## config.mk

```make
export PLATFORM = sky130hd
export DESIGN_NAME = blcd_top
export DESIGN_NICKNAME = d
export VERILOG_FILES = /design/src/rtl/blcd_pkg.sv /design/src/rtl/blcd_drv_if.sv /design/src/rtl/blcd_decoder.sv /design/src/rtl/blcd_irq.sv /design/src/rtl/blcd_top.sv
export VERILOG_INCLUDE_DIRS = /design/src /design/src/rtl
export SDC_FILE = /design/constraint.sdc
export NUM_CORES = 1
export LEC_CHECK = 0
export ABC_AREA = 1
export BUFFER_PORTS_ARGS = -buffer_cell sky130_fd_sc_hd__buf_4
export CAP_MARGIN = 40
export CELL_PAD_IN_SITES_DETAIL_PLACEMENT = 2
export CELL_PAD_IN_SITES_GLOBAL_PLACEMENT = 2
export CORE_UTILIZATION = 27
export CTS_BUF_LIST = sky130_fd_sc_hd__clkbuf_4 sky130_fd_sc_hd__clkbuf_8
export CTS_CLUSTER_DIAMETER = 60
export DETAILED_ROUTE_END_ITERATION = 16
export GPL_TIMING_DRIVEN = 0
export PLACE_DENSITY_LB_ADDON = 0.1
export SYNTH_ARGS = -nofsm -noshare
export SYNTH_HDL_FRONTEND = slang
export SYNTH_HIERARCHICAL = 1
export SYNTH_SLANG_ARGS = --single-unit
```

## constraint.sdc

```tcl
create_clock -name clk -period 2 [get_ports clk]
set_clock_uncertainty 0.2 [all_clocks]
set_input_delay 0.4 -clock clk [delete_from_list [all_inputs] [get_ports clk]]
set_output_delay 0.4 -clock clk [all_outputs]
set_load 0.02 [all_outputs]
```

## src/rtl/blcd_defs.svh

```systemverilog
// Register offsets, field positions and reset values of the commutation decoder.
`ifndef BLCD_DEFS_SVH
`define BLCD_DEFS_SVH
`define BLCD_ADDR_W 8
`define BLCD_CTRL_OFS 8'h00
`define BLCD_STATUS_OFS 8'h04
`define BLCD_IRQ_STAT_OFS 8'h08
`define BLCD_IRQ_MASK_OFS 8'h0C
`define BLCD_CTRL_RUN 0
`define BLCD_CTRL_BRAKE 1
`define BLCD_CTRL_RST 2'h1
`define BLCD_IRQ_W 4
`define BLCD_IRQ_INVALID 0
`define BLCD_IRQ_OVERCUR 1
`define BLCD_IRQ_FAULT 2
`define BLCD_IRQ_BRAKE 3
`define BLCD_IRQ_MASK_RST 4'h0
`define BLCD_RESP_OKAY 2'h0
`define BLCD_RESP_SLVERR 2'h2
`define BLCD_C60_ALL_HIGH 3'h7
`define BLCD_C60_ALL_LOW 3'h0
`define BLCD_C120_FOR_HIGH 3'h2
`define BLCD_C120_FOR_LOW 3'h5
`define BLCD_PH_A 3'h4
`define BLCD_PH_B 3'h2
`define BLCD_PH_C 3'h1
`define BLCD_PH_NONE 3'h0
`define BLCD_PH_ALL 3'h7
`endif

```

## src/rtl/blcd_pkg.sv

```systemverilog
// Types shared by the commutation decoder modules.
package blcd_pkg;
  typedef logic [2:0] blcd_phase_t;
  typedef enum logic [1:0] {
    BLCD_RUN = 2'b00,
    BLCD_COAST = 2'b01,
    BLCD_BRAKE = 2'b10,
    BLCD_LIMIT = 2'b11
  } blcd_mode_t;
endpackage

```

## src/rtl/blcd_drv_if.sv

```systemverilog
// Link between the core and the rotor position decoder.
`timescale 1ns/1ps
`default_nettype none
interface blcd_drv_if;
  blcd_pkg::blcd_phase_t hall;
  logic sel60;
  logic fwd;
  blcd_pkg::blcd_phase_t top;
  blcd_pkg::blcd_phase_t bot;
  logic valid;
  modport core (output hall, output sel60, output fwd, input top, input bot, input valid);
  modport dec (input hall, input sel60, input fwd, output top, output bot, output valid);
endinterface
`default_nettype wire

```

## src/rtl/blcd_decoder.sv

```systemverilog
// Rotor position decoder: sensor code to top and bottom phase commands.
`timescale 1ns/1ps
`default_nettype none
`include "blcd_defs.svh"
module blcd_decoder (
  // Decoder link
  blcd_drv_if.dec drv
);
  blcd_pkg::blcd_phase_t code120;
  blcd_pkg::blcd_phase_t fwd_top;
  blcd_pkg::blcd_phase_t fwd_bot;
  logic ok;

  always_comb begin
    code120 = drv.hall;
    if (drv.sel60) begin
      if (drv.hall == `BLCD_C60_ALL_HIGH) begin
        code120 = `BLCD_C120_FOR_HIGH;
      end else if (drv.hall == `BLCD_C60_ALL_LOW) begin
        code120 = `BLCD_C120_FOR_LOW;
      end else if (drv.hall == `BLCD_C120_FOR_HIGH || drv.hall == `BLCD_C120_FOR_LOW) begin
        code120 = `BLCD_C60_ALL_HIGH;
      end
    end
  end

  always_comb begin
    ok = 1'b1;
    fwd_top = `BLCD_PH_NONE;
    fwd_bot = `BLCD_PH_NONE;
    case (code120)
      3'h4: begin
        fwd_top = `BLCD_PH_A;
        fwd_bot = `BLCD_PH_C;
      end
      3'h6: begin
        fwd_top = `BLCD_PH_B;
        fwd_bot = `BLCD_PH_C;
      end
      3'h2: begin
        fwd_top = `BLCD_PH_B;
        fwd_bot = `BLCD_PH_A;
      end
      3'h3: begin
        fwd_top = `BLCD_PH_C;
        fwd_bot = `BLCD_PH_A;
      end
      3'h1: begin
        fwd_top = `BLCD_PH_C;
        fwd_bot = `BLCD_PH_B;
      end
      3'h5: begin
        fwd_top = `BLCD_PH_A;
        fwd_bot = `BLCD_PH_B;
      end
      default: begin
        ok = 1'b0;
      end
    endcase
  end

  // Reverse direction swaps top and bottom of the same phase letter.
  assign drv.top = drv.fwd ? fwd_top : fwd_bot;
  assign drv.bot = drv.fwd ? fwd_bot : fwd_top;
  assign drv.valid = ok;
endmodule
`default_nettype wire

```

## src/rtl/blcd_irq.sv

```systemverilog
// Sticky interrupt status with write-one-to-clear, mask and one level output.
`timescale 1ns/1ps
`default_nettype none
`include "blcd_defs.svh"
module blcd_irq #(
  parameter int W = `BLCD_IRQ_W
) (
  // Clock and reset
  input wire logic clk,
  input wire logic rst_b,
  // Events and software access
  input wire logic [W-1:0] evt,
  input wire logic clr_we,
  input wire logic [W-1:0] clr_data,
  input wire logic mask_we,
  input wire logic [W-1:0] mask_data,
  // State
  output logic [W-1:0] stat,
  output logic [W-1:0] mask,
  output logic irq
);
  logic [W-1:0] stat_r;
  logic [W-1:0] stat_nxt;
  logic [W-1:0] mask_r;
  logic [W-1:0] mask_nxt;
  logic irq_r;
  logic irq_nxt;

  // A new event wins over a clear in the same cycle.
  for (genvar i = 0; i < W; i++) begin : g_bit
    assign stat_nxt[i] = evt[i] | (stat_r[i] & ~(clr_we & clr_data[i]));
  end

  always_comb begin
    mask_nxt = mask_we ? mask_data : mask_r;
    irq_nxt = |(stat_nxt & mask_nxt);
  end

  always_ff @(posedge clk or negedge rst_b) begin
    if (!rst_b) begin
      stat_r <= '0;
      mask_r <= `BLCD_IRQ_MASK_RST;
      irq_r <= 1'b0;
    end else begin
      stat_r <= stat_nxt;
      mask_r <= mask_nxt;
      irq_r <= irq_nxt;
    end
  end

  assign stat = stat_r;
  assign mask = mask_r;
  assign irq = irq_r;
endmodule
`default_nettype wire

```

## src/rtl/blcd_top.sv

```systemverilog
// Commutation and protection logic of a three-phase brushless motor controller.
//
// Operation
// - Fault goes low on an invalid sensor code, enable low, overcurrent, undervoltage or overheat.
// - Phasing select high decodes the 60 degree convention, low the 120 degree one.
// - The motor may run only while brake is low; brake high stops running and brakes.
// - Six of the eight sensor codes are valid 60 degree positions and two are invalid.
// - A change of direction with the same code swaps each active top and bottom of one phase.
// - Enable low turns all tops off, all bottoms off so the motor coasts, and pulls fault low.
// - Brake high turns all tops off and all bottoms on, shorting the windings.
// - Brake takes priority over sensor, direction and enable inputs for the drives.
// - Braking bottoms wait until all three top commands are off, by a four-input interlock.
// - The interlock looks at the internal top commands, not at the top pins.
// - Top drives and fault are active low.
// - An invalid code without brake turns all drives off and pulls fault low.
// - An invalid code with brake turns tops off, bottoms on, and pulls fault low.
// - Overcurrent ends bottom switch conduction for the rest of the oscillator cycle; the active top stays on.
`timescale 1ns/1ps
`default_nettype none
`include "blcd_defs.svh"
module blcd_top (
  // Clock and reset
  input wire logic clk,
  input wire logic rst_b,
  // Sensors and control inputs
  input wire logic hall_input_a,
  input wire logic hall_input_b,
  input wire logic hall_input_c,
  input wire logic phase_sel_60,
  input wire logic dir_fwd,
  input wire logic out_enable,
  input wire logic brake,
  input wire logic over_current,
  input wire logic uv_lockout,
  input wire logic thermal_trip,
  input wire logic osc_cycle_start,
  // Power switch drives and fault
  output logic upper_switch_a_b,
  output logic upper_switch_b_b,
  output logic upper_switch_c_b,
  output logic lower_switch_a,
  output logic lower_switch_b,
  output logic lower_switch_c,
  output logic fault_b,
  output logic irq,
  // AXI4-Lite write
  input wire logic [`BLCD_ADDR_W-1:0] s_axi_awaddr,
  input wire logic s_axi_awvalid,
  output logic s_axi_awready,
  input wire logic [31:0] s_axi_wdata,
  input wire logic [3:0] s_axi_wstrb,
  input wire logic s_axi_wvalid,
  output logic s_axi_wready,
  output logic [1:0] s_axi_bresp,
  output logic s_axi_bvalid,
  input wire logic s_axi_bready,
  // AXI4-Lite read
  input wire logic [`BLCD_ADDR_W-1:0] s_axi_araddr,
  input wire logic s_axi_arvalid,
  output logic s_axi_arready,
  output logic [31:0] s_axi_rdata,
  output logic [1:0] s_axi_rresp,
  output logic s_axi_rvalid,
  input wire logic s_axi_rready
);
  // ------------------------------------------------------------
  // Decoder and drive state
  // ------------------------------------------------------------
  blcd_drv_if drv ();
  blcd_decoder u_dec (
    .drv(drv)
  );

  blcd_pkg::blcd_phase_t hall_code;
  blcd_pkg::blcd_phase_t upper_n_r;
  blcd_pkg::blcd_phase_t upper_n_nxt;
  blcd_pkg::blcd_phase_t lower_r;
  blcd_pkg::blcd_phase_t lower_nxt;
  blcd_pkg::blcd_mode_t mode_r;
  blcd_pkg::blcd_mode_t mode_nxt;
  logic fault_b_r;
  logic fault_b_nxt;
  logic oc_latch_r;
  logic oc_latch_nxt;
  logic [1:0] ctrl_r;
  logic [1:0] ctrl_nxt;
  logic brake_eff;
  logic enable_eff;
  logic tops_idle;
  logic limit;
  logic [`BLCD_IRQ_W-1:0] irq_evt;
  logic [`BLCD_IRQ_W-1:0] irq_stat;
  logic [`BLCD_IRQ_W-1:0] irq_mask;
  logic irq_w;

  assign hall_code = {hall_input_a, hall_input_b, hall_input_c};
  assign drv.hall = hall_code;
  assign drv.sel60 = phase_sel_60;
  assign drv.fwd = dir_fwd;
  assign brake_eff = brake | ctrl_r[`BLCD_CTRL_BRAKE];
  assign enable_eff = out_enable & ctrl_r[`BLCD_CTRL_RUN];
  // Four-input interlock on the brake and the internal top commands.
  assign tops_idle = brake_eff & (upper_n_r == `BLCD_PH_ALL);
  assign limit = over_current | oc_latch_r;

  always_comb begin
    oc_latch_nxt = over_current | (oc_latch_r & ~osc_cycle_start);
    fault_b_nxt = ~(~drv.valid | ~enable_eff | over_current | uv_lockout | thermal_trip);
    if (brake_eff) begin
      mode_nxt = blcd_pkg::BLCD_BRAKE;
    end else if (!enable_eff || !drv.valid || uv_lockout || thermal_trip) begin
      mode_nxt = blcd_pkg::BLCD_COAST;
    end else if (limit) begin
      mode_nxt = blcd_pkg::BLCD_LIMIT;
    end else begin
      mode_nxt = blcd_pkg::BLCD_RUN;
    end
    unique case (mode_nxt)
      blcd_pkg::BLCD_BRAKE: begin
        upper_n_nxt = `BLCD_PH_ALL;
        lower_nxt = tops_idle ? `BLCD_PH_ALL : `BLCD_PH_NONE;
      end
      blcd_pkg::BLCD_COAST: begin
        upper_n_nxt = `BLCD_PH_ALL;
        lower_nxt = `BLCD_PH_NONE;
      end
      blcd_pkg::BLCD_LIMIT: begin
        upper_n_nxt = ~drv.top;
        lower_nxt = `BLCD_PH_NONE;
      end
      blcd_pkg::BLCD_RUN: begin
        upper_n_nxt = ~drv.top;
        lower_nxt = drv.bot & ~drv.top;
      end
    endcase
  end

  always_ff @(posedge clk or negedge rst_b) begin
    if (!rst_b) begin
      upper_n_r <= `BLCD_PH_ALL;
      lower_r <= `BLCD_PH_NONE;
      mode_r <= blcd_pkg::BLCD_COAST;
      fault_b_r <= 1'b0;
      oc_latch_r <= 1'b0;
    end else begin
      upper_n_r <= upper_n_nxt;
      lower_r <= lower_nxt;
      mode_r <= mode_nxt;
      fault_b_r <= fault_b_nxt;
      oc_latch_r <= oc_latch_nxt;
    end
  end

  assign upper_switch_a_b = upper_n_r[2];
  assign upper_switch_b_b = upper_n_r[1];
  assign upper_switch_c_b = upper_n_r[0];
  assign lower_switch_a = lower_r[2];
  assign lower_switch_b = lower_r[1];
  assign lower_switch_c = lower_r[0];
  assign fault_b = fault_b_r;

  // ------------------------------------------------------------
  // Interrupts
  // ------------------------------------------------------------
  logic [1:0] aw_w_hold_r;
  logic [`BLCD_ADDR_W-1:0] aw_addr_r;
  logic [31:0] w_data_r;
  logic w_lane0_r;
  logic wr_do;

  always_comb begin
    irq_evt = '0;
    irq_evt[`BLCD_IRQ_INVALID] = ~drv.valid;
    irq_evt[`BLCD_IRQ_OVERCUR] = over_current;
    irq_evt[`BLCD_IRQ_FAULT] = fault_b_r & ~fault_b_nxt;
    irq_evt[`BLCD_IRQ_BRAKE] = brake_eff & (mode_r != blcd_pkg::BLCD_BRAKE);
  end

  blcd_irq #(
    .W(`BLCD_IRQ_W)
  ) u_irq (
    .clk(clk),
    .rst_b(rst_b),
    .evt(irq_evt),
    .clr_we(wr_do && aw_addr_r == `BLCD_IRQ_STAT_OFS && w_lane0_r),
    .clr_data(w_data_r[`BLCD_IRQ_W-1:0]),
    .mask_we(wr_do && aw_addr_r == `BLCD_IRQ_MASK_OFS && w_lane0_r),
    .mask_data(w_data_r[`BLCD_IRQ_W-1:0]),
    .stat(irq_stat),
    .mask(irq_mask),
    .irq(irq_w)
  );
  assign irq = irq_w;

  // ------------------------------------------------------------
  // AXI4-Lite slave
  // ------------------------------------------------------------
  logic [1:0] aw_w_hold_nxt;
  logic [`BLCD_ADDR_W-1:0] aw_addr_nxt;
  logic [31:0] w_data_nxt;
  logic w_lane0_nxt;
  logic awready_r, awready_nxt, wready_r, wready_nxt;
  logic bvalid_r, bvalid_nxt, arready_r, arready_nxt, rvalid_r, rvalid_nxt;
  logic [1:0] bresp_r, bresp_nxt, rresp_r, rresp_nxt;
  logic [31:0] rdata_r, rdata_nxt;
  logic aw_take, w_take, ar_take, wr_map, rd_map;
  logic [31:0] rd_word;

  assign aw_take = s_axi_awvalid & awready_r;
  assign w_take = s_axi_wvalid & wready_r;
  assign ar_take = s_axi_arvalid & arready_r;
  assign wr_do = aw_w_hold_r[0] & aw_w_hold_r[1] & ~bvalid_r;
  assign wr_map = aw_addr_r == `BLCD_CTRL_OFS || aw_addr_r == `BLCD_STATUS_OFS ||
                  aw_addr_r == `BLCD_IRQ_STAT_OFS || aw_addr_r == `BLCD_IRQ_MASK_OFS;

  always_comb begin
    rd_map = 1'b1;
    unique case (s_axi_araddr)
      `BLCD_CTRL_OFS: rd_word = {30'h0, ctrl_r};
      `BLCD_STATUS_OFS: rd_word = {18'h0, lower_r, ~upper_n_r, oc_latch_r, mode_r,
                                  ~fault_b_r, drv.valid, hall_code};
      `BLCD_IRQ_STAT_OFS: rd_word = {28'h0, irq_stat};
      `BLCD_IRQ_MASK_OFS: rd_word = {28'h0, irq_mask};
      default: begin
        rd_word = 32'h0;
        rd_map = 1'b0;
      end
    endcase
  end

  always_comb begin
    aw_w_hold_nxt = aw_w_hold_r;
    if (wr_do) begin
      aw_w_hold_nxt = 2'h0;
    end else begin
      aw_w_hold_nxt[0] = aw_w_hold_r[0] | aw_take;
      aw_w_hold_nxt[1] = aw_w_hold_r[1] | w_take;
    end
    aw_addr_nxt = aw_take ? s_axi_awaddr : aw_addr_r;
    w_data_nxt = w_take ? s_axi_wdata : w_data_r;
    w_lane0_nxt = w_take ? s_axi_wstrb[0] : w_lane0_r;
    bvalid_nxt = wr_do | (bvalid_r & ~s_axi_bready);
    bresp_nxt = wr_do ? (wr_map ? `BLCD_RESP_OKAY : `BLCD_RESP_SLVERR) : bresp_r;
    awready_nxt = ~aw_w_hold_nxt[0] & ~bvalid_nxt & ~wr_do;
    wready_nxt = ~aw_w_hold_nxt[1] & ~bvalid_nxt & ~wr_do;
    ctrl_nxt = ctrl_r;
    if (wr_do && aw_addr_r == `BLCD_CTRL_OFS && w_lane0_r) begin
      ctrl_nxt = w_data_r[1:0];
    end
    rvalid_nxt = ar_take | (rvalid_r & ~s_axi_rready);
    arready_nxt = ~rvalid_nxt;
    rdata_nxt = ar_take ? rd_word : rdata_r;
    rresp_nxt = ar_take ? (rd_map ? `BLCD_RESP_OKAY : `BLCD_RESP_SLVERR) : rresp_r;
  end

  always_ff @(posedge clk or negedge rst_b) begin
    if (!rst_b) begin
      aw_w_hold_r <= 2'h0;
      aw_addr_r <= '0;
      w_data_r <= 32'h0;
      w_lane0_r <= 1'b0;
      bvalid_r <= 1'b0;
      bresp_r <= `BLCD_RESP_OKAY;
      awready_r <= 1'b0;
      wready_r <= 1'b0;
      ctrl_r <= `BLCD_CTRL_RST;
      rvalid_r <= 1'b0;
      arready_r <= 1'b0;
      rdata_r <= 32'h0;
      rresp_r <= `BLCD_RESP_OKAY;
    end else begin
      aw_w_hold_r <= aw_w_hold_nxt;
      aw_addr_r <= aw_addr_nxt;
      w_data_r <= w_data_nxt;
      w_lane0_r <= w_lane0_nxt;
      bvalid_r <= bvalid_nxt;
      bresp_r <= bresp_nxt;
      awready_r <= awready_nxt;
      wready_r <= wready_nxt;
      ctrl_r <= ctrl_nxt;
      rvalid_r <= rvalid_nxt;
      arready_r <= arready_nxt;
      rdata_r <= rdata_nxt;
      rresp_r <= rresp_nxt;
    end
  end

  assign s_axi_awready = awready_r;
  assign s_axi_wready = wready_r;
  assign s_axi_bvalid = bvalid_r;
  assign s_axi_bresp = bresp_r;
  assign s_axi_arready = arready_r;
  assign s_axi_rvalid = rvalid_r;
  assign s_axi_rdata = rdata_r;
  assign s_axi_rresp = rresp_r;

  logic run_ok;
  assign run_ok = ~brake_eff & enable_eff & drv.valid & ~uv_lockout & ~thermal_trip & ~limit;
endmodule
`default_nettype wire

```

After elaboration in Yosys (flattened, before gate mapping) --
Cells that the tools add are included.
Word-level totals: register bits 77, output and inout port bits 49
Cells by class: equality and inequality tests 20, multiplexer cells 21, bitwise operators 60, reduce and logical (&&, ||, !) cells 31
Operator list (number):
- $pmux W14 S4 | 1
- $eq A8 B4 Y1 const B | 4
- $pmux W3 S3 | 3
- $and A1 B1 Y1 | 24
- $mux W3 | 7
- $eq A3 B3 Y1 const B | 6
- $reduce_or A2 Y1 | 9
- $not A1 Y1 | 17
- $eq A8 B3 Y1 const B | 2
- $logic_not A8 Y1 | 2
- $or A1 B1 Y1 | 15
- $mux W2 | 6
- $eq A3 B2 Y1 const B | 3
- $reduce_or A4 Y1 | 2
- $logic_or A1 B1 Y1 | 7
- $logic_and A1 B1 Y1 | 6
- $not A3 Y3 | 2
- $pmux W3 S2 | 1
- $reduce_or A6 Y1 | 1
- $and A4 B4 Y4 | 1
- $eq A2 B2 Y1 const B | 2
- $mux W4 | 1
- $and A3 B3 Y3 | 1
- $eq A3 B1 Y1 const B | 1
- other kinds (6) | 8

Longest topological paths before layout --
depth after elaboration 18, gate-level depth with buffers 16

Modules after synthesis --
Netlist, hierarchy kept.
By module, submodules not included:
- blcd_top | times used 1, cells an instance 256, area an instance 2294.7 µm²
- blcd_irq | times used 1, cells an instance 47, area an instance 380.4 µm²
- blcd_decoder | times used 1, cells an instance 43, area an instance 198.9 µm²

Worst setup path after synthesis --
OpenSTA, ideal clock, no wires.
path type input to register, start input port hall_input_b, end register upper_n_r[0], library setup time 77 ps, arrival 1825 ps, data required time 1723 ps, path slack -102 ps, cell stages on the path 13, buffers on the path 1, cells stage by stage buf_6 -> inv_1 -> nand2_1 -> inv_1 -> nand2_1 -> nand3_1 -> nand3_1 -> or3_4 -> o21ai_2 -> inv_1 -> ha_1 -> inv_1 -> nand2_1
On the way: longest elaborated chain between the ends 18
Ends and longest elaborated chain:
- start: declaration | RTL line blcd_top.sv:27 | input wire logic hall_input_b,
- $eq A3 B2 Y1 (no source line) or $eq A3 B3 Y1 (tied branches)
- $logic_or A1 B1 Y1 (no source line)
- $mux W3 | RTL line blcd_decoder.sv:21 | end else if (drv.hall == `BLCD_C120_FOR_HIGH || drv.hall == `BLCD_C120_FOR_LOW) begin
- $mux W3 | RTL line blcd_decoder.sv:19 | end else if (drv.hall == `BLCD_C60_ALL_LOW) begin
- $mux W3 | RTL line blcd_decoder.sv:17 | if (drv.hall == `BLCD_C60_ALL_HIGH) begin
- $mux W3 * | RTL line blcd_decoder.sv:16 | if (drv.sel60) begin
- $eq A3 B3 Y1, or another cell as far along | RTL line blcd_decoder.sv:31 | case (code120)
- $reduce_or A6 Y1 (no source line) *
- [... 1 more ...]
- net drv.valid | RTL line blcd_drv_if.sv:10 | logic valid;
- [... 1 more ...]
- $logic_or A1 B1 Y1 * (3 in a row) | RTL line blcd_top.sv:111 | end else if (!enable_eff || !drv.valid || uv_lockout || thermal_trip) begin
- $mux W2 * | RTL line blcd_top.sv:111
- $mux W2 * | RTL line blcd_top.sv:109 | if (brake_eff) begin
- net mode_nxt[1] | RTL line blcd_top.sv:80 | blcd_pkg::blcd_mode_t mode_nxt;
- $eq A2 B2 Y1, or another cell as far along | RTL line blcd_top.sv:118 | unique case (mode_nxt)
- $reduce_or A2 Y1 (no source line)
- $pmux W3 S2 * | RTL line blcd_top.sv:118
- net upper_n_nxt[0] | RTL line blcd_top.sv:76 | blcd_pkg::blcd_phase_t upper_n_nxt;
- end signal: assignment | RTL line blcd_top.sv:140 | upper_n_r <= `BLCD_PH_ALL;
- end signal: assignment | RTL line blcd_top.sv:146 | upper_n_r <= upper_n_nxt;
- end: declaration | RTL line blcd_top.sv:75 | blcd_pkg::blcd_phase_t upper_n_r;
The timed path passes the listed nets; every way through them passes the cells marked *. A chain may end at the register's enable or synchronous reset.

Final worst setup path --
start register aw_addr_r[4], end register u_irq.irq_r (netlist: u_irq/irq)
On the way: longest elaborated chain between the ends 9
Ends and longest elaborated chain:
- start: declaration | RTL line blcd_top.sv:166 | logic [`BLCD_ADDR_W-1:0] aw_addr_r;
- start signal: assignment | RTL line blcd_top.sv:273 | aw_addr_r <= aw_addr_nxt;
- $eq A8 B4 Y1 (no source line)
- $logic_and A1 B1 Y1 (no source line)
- $logic_and A1 B1 Y1 | RTL line blcd_top.sv:185 | .clr_we(wr_do && aw_addr_r == `BLCD_IRQ_STAT_OFS && w_lane0_r),
- $and A1 B1 Y1 | RTL line blcd_irq.sv:31 | assign stat_nxt[i] = evt[i] | (stat_r[i] & ~(clr_we & clr_data[i]));
- $not A1 Y1 | RTL line blcd_irq.sv:31
- $and A1 B1 Y1 | RTL line blcd_irq.sv:31
- $or A1 B1 Y1 | RTL line blcd_irq.sv:31
- net u_irq.stat_nxt[1] | RTL line blcd_irq.sv:23 | logic [W-1:0] stat_nxt;
- $and A4 B4 Y4 | RTL line blcd_irq.sv:36 | irq_nxt = |(stat_nxt & mask_nxt);
- $reduce_or A4 Y1 | RTL line blcd_irq.sv:36
- net u_irq.irq_nxt | RTL line blcd_irq.sv:27 | logic irq_nxt;
- end signal: assignment | RTL line blcd_irq.sv:47 | irq_r <= irq_nxt;
- end: declaration | RTL line blcd_irq.sv:26 | logic irq_r;
The timed path passes the listed nets, and every way through them passes these cells.

==> flow_summary.json <==
{
  "outcome": "finished clean",
  "die_x_um": 105.2,
  "cts.sinks": 57,
  "relSlewSlack_pct": 50.55,
  "setup_violations": 0,
  "layout_min_cycle_time_ns": 1.990,
  "grt_pass1_vias": 2790,
  "tightest_slew_ns": 0.7418,
  "vias": 2612,
  "clock-root-buffer": "clkbuf_8",
  "start_kind": "flip-flop",
  "cts.clk_slew.worst_paths_ns": 0.07,
  "place_hpwl_um": 5880,
  "syn-instance-count": 346,
  "finish.net_count": 534,
  "rows": 37,
  "post_drt_via_cell_ratio": 4.325,
  "worstPathArrival_ns": 2.03,
  "drive_above_1_share_pct": 40.38,
  "drtIter0Drc": 37,
  "mostFrequentLayoutCell": "nand2_1",
  "dp_cells": 568,
  "place_congestion": 0.7049,
  "worstPathRequired_ns": 2.04,
  "final_cell_mix": "114 x nand2_1, 107 x buf_4, 52 x dfrtp_1",
  "ys_top_cells_by_area": "dfrtp_1 45%, nand2_1 16%, buf_4 5.5%",
  "dr.pass1.iters": 3,
  "drv_cap": 0,
  "hold_viol": 0,
  "synth_fa_ha_area_share_pct": 0.4354,
  "setup.worst_path.end_class": "flip-flop",
  "synth_top_family_by_area": "simple AND/OR/NAND/NOR gates",
  "dieArea_um2": 11060,
  "overflow": 0,
  "wl_per_cell_um": 13.58,
  "leakagePower_nw": 2.171,
  "clockBufferDepth": 2,
  "critPathMostFrequentCell": "nand2_1",
  "synth_seq_cells": 57,
  "rsz0062_at_grt": "true",
  "synth_compound_area_share_pct": 9.447,
  "worst_hold_path_type": "input port to flip-flop",
  "initial_utilization_pct": 27.84,
  "port_buffers": 67,
  "synth.mux.area_fraction_pct": 0,
  "synth_area_leader_cell": "dfrtp_1",
  "synth.top_cell.area_share_pct": 45.28,
  "ys_seq_area_share_pct": 49.85,
  "ant_nets": 0,
  "path_class": "flip-flop to flip-flop",
  "grt_antenna_before_repair": 0,
  "htreeDepth": 3,
  "fin_util_pct": 40.29,
  "routed_wirelength_um": 8201,
  "met1_usage_pct": 18.55,
  "grt_max_degree": 58,
  "synth_cell_types": 28,
  "maxSlewViolCount": 0,
  "synth_xor_area_share_pct": 0,
  "grt_util_met3_pct": 2.870,
  "cts_buffers": 9,
  "netlist_area_um2": 2874,
  "power.density_nw_per_um2": 1011,
  "r2r_cells": 12,
  "grtUsageTotal_pct": 15.56,
  "grt_pass1_wl_um": 13390,
  "drc": 0,
  "dieHeight_um": 105.2,
  "ios": 119,
  "min_period_over_period_pct": 99.50,
  "crit_fanout": 4,
  "num_antenna_cells": 0,
  "instances_no_fill": 604,
  "busiest_layer": "met2",
  "cts_tree": "done",
  "coreArea_um2": 10320,
  "postSynthAreaPerCell_um2": 8.306,
  "yosys_warnings": 6,
  "synth-simple-area-share_pct": 28.30,
  "crit_slowest_cell": "dfrtp_1",
  "area_growth_pct": 44.71,
  "cp_cell_sequence": "nor2_2, nand2_2, nor3_4, nand3_2, nor3_4, nand2_1, nand2_1, nand2_2, nand2_2, nand2_1, inv_1, nand2_1",
  "hold_depth": 3,
  "use_met2_pct": 27.91,
  "max_freq_mhz": 502.5,
  "vdd_drop_max_mv": 0.6228,
  "critical_path.max_stage_delay_ns": 0.39,
  "insertion_delay_ns": 0.34
}
==> worst paths after layout <==
| kind | end | slack (ns) | from |
|---|---|---|---|
| max in group asynchronous | aw_addr_r[0] | 0.63 | rst_b |
| setup / recovery | u_irq/irq | 0.01 | aw_addr_r[4] |
| hold / removal | w_data_r[2] | 0.05 | s_axi_wdata[2] |
| setup reg to reg | u_irq/irq | 0.01 | aw_addr_r[4] |
| hold reg to reg | s_axi_arready | 0.27 | s_axi_rvalid |
| min in group asynchronous | s_axi_rvalid | 0.48 | rst_b |
==> metal layers <==
metal	part of all wire, %	routed length (um)	vias to the layer above
met4	1.4	117	0
met1	42	3480	1260
met5	0	0	-
met2	52	4297	59
met3	3.7	306	11
li1	-	-	1282
==> stage by stage <==
stage / TNS [ns] / power [mW] / cell area (um2) / setup WS [ns] / hold slack, ns
3_5_place_dp: -3.907 / 2.720 / 3650 / -0.5460 / 0.2741
3_3_place_gp: -3.366 / 2.668 / 3650 / -0.4716 / 0.2589
5_1_grt: -0.1585 / 4.470 / 4159 / -0.1404 / 0.04741
6_report: 0 / 4.203 / 4159 / 0.009925 / 0.05312
4_1_cts: -0.005967 / 4.162 / 4066 / -0.005967 / 0.04589
2_1_floorplan: -0.2130 / 2.272 / 2977 / -0.04345 / -0.09559
==> synthesized netlist by cell type <==
cell	count
dfrtp_1	52
inv_2	5
buf_4	21
buf_6	2
o21ai_1	6
or2_2	1
nand2_2	11
inv_1	33
clkinv_1	1
o21ai_2	3
o31ai_4	6
clkinv_2	1
nor3_2	1
dfstp_2	5
buf_2	1
conb_1	1
nor2_1	18
nand4_1	3
nand2_1	121
nor3_1	3
ha_1	1
or3_4	1
o21ai_0	14
clkbuf_1	1
nor2_4	1
o21bai_1	1
a21oi_1	2
nand3_1	30
==> power breakdown <==
part | leakage, nW | internal, mW | switching, mW
clock | 0.126 | 0.855 | 0.473
combinational | 1.34 | 0.498 | 0.712
sequential | 0.705 | 1.45 | 0.214
total | 2.17 | 2.80 | 1.40
==> cell families after synthesis <==
group                    after synthesis
AO/OA/AOI/OAI                         32
flip-flops                            57
buffers and inverters                 65
adder cells (fa/ha/maj)                1
AND/OR/NAND/NOR                      190
other                                  1
==> critical path: cells and delay by family, from the launching register on <==
family                 cells  cell delay (ns)
and+or+nand+nor           11             1.24
buffers and inverters      1             0.06
DFF                        1             0.39
==> flip-flops by register name (all words and copies together) (netlist names), 2 cells and up <==
name / flops
lower_r: 3
u_irq/mask: 4
w_data_r: 4
upper_n_r: 3
mode_r: 2
ctrl_r: 2
s_axi_rdata: 14
aw_addr_r: 8
aw_w_hold_r: 2
u_irq/stat: 4
==> cell type report <==
type,count,area (um2)
plain buffers,24,177.7
clock buffers,10,137.6
clock inverters,6,105.1
fillers,1181,6165
inverters,40,161.4
multi-input cells,243,1308
flip-flops and latches,57,1433
well taps,136,170.2
repair buffers,88,666.9
==> timing repair <==
| action | CTS | global route |
|---|---|---|
| hold endpoints to repair | 52 | 0 |
| endpoints found under the setup margin | 7 | 7 |
| setup buffers | 13 | 7 |
| gates resized for setup | 22 | 11 |
| hold buffers | 1 | 0 |
| pin swaps | 10 | 11 |
Power figures use the tool's default switching activity.
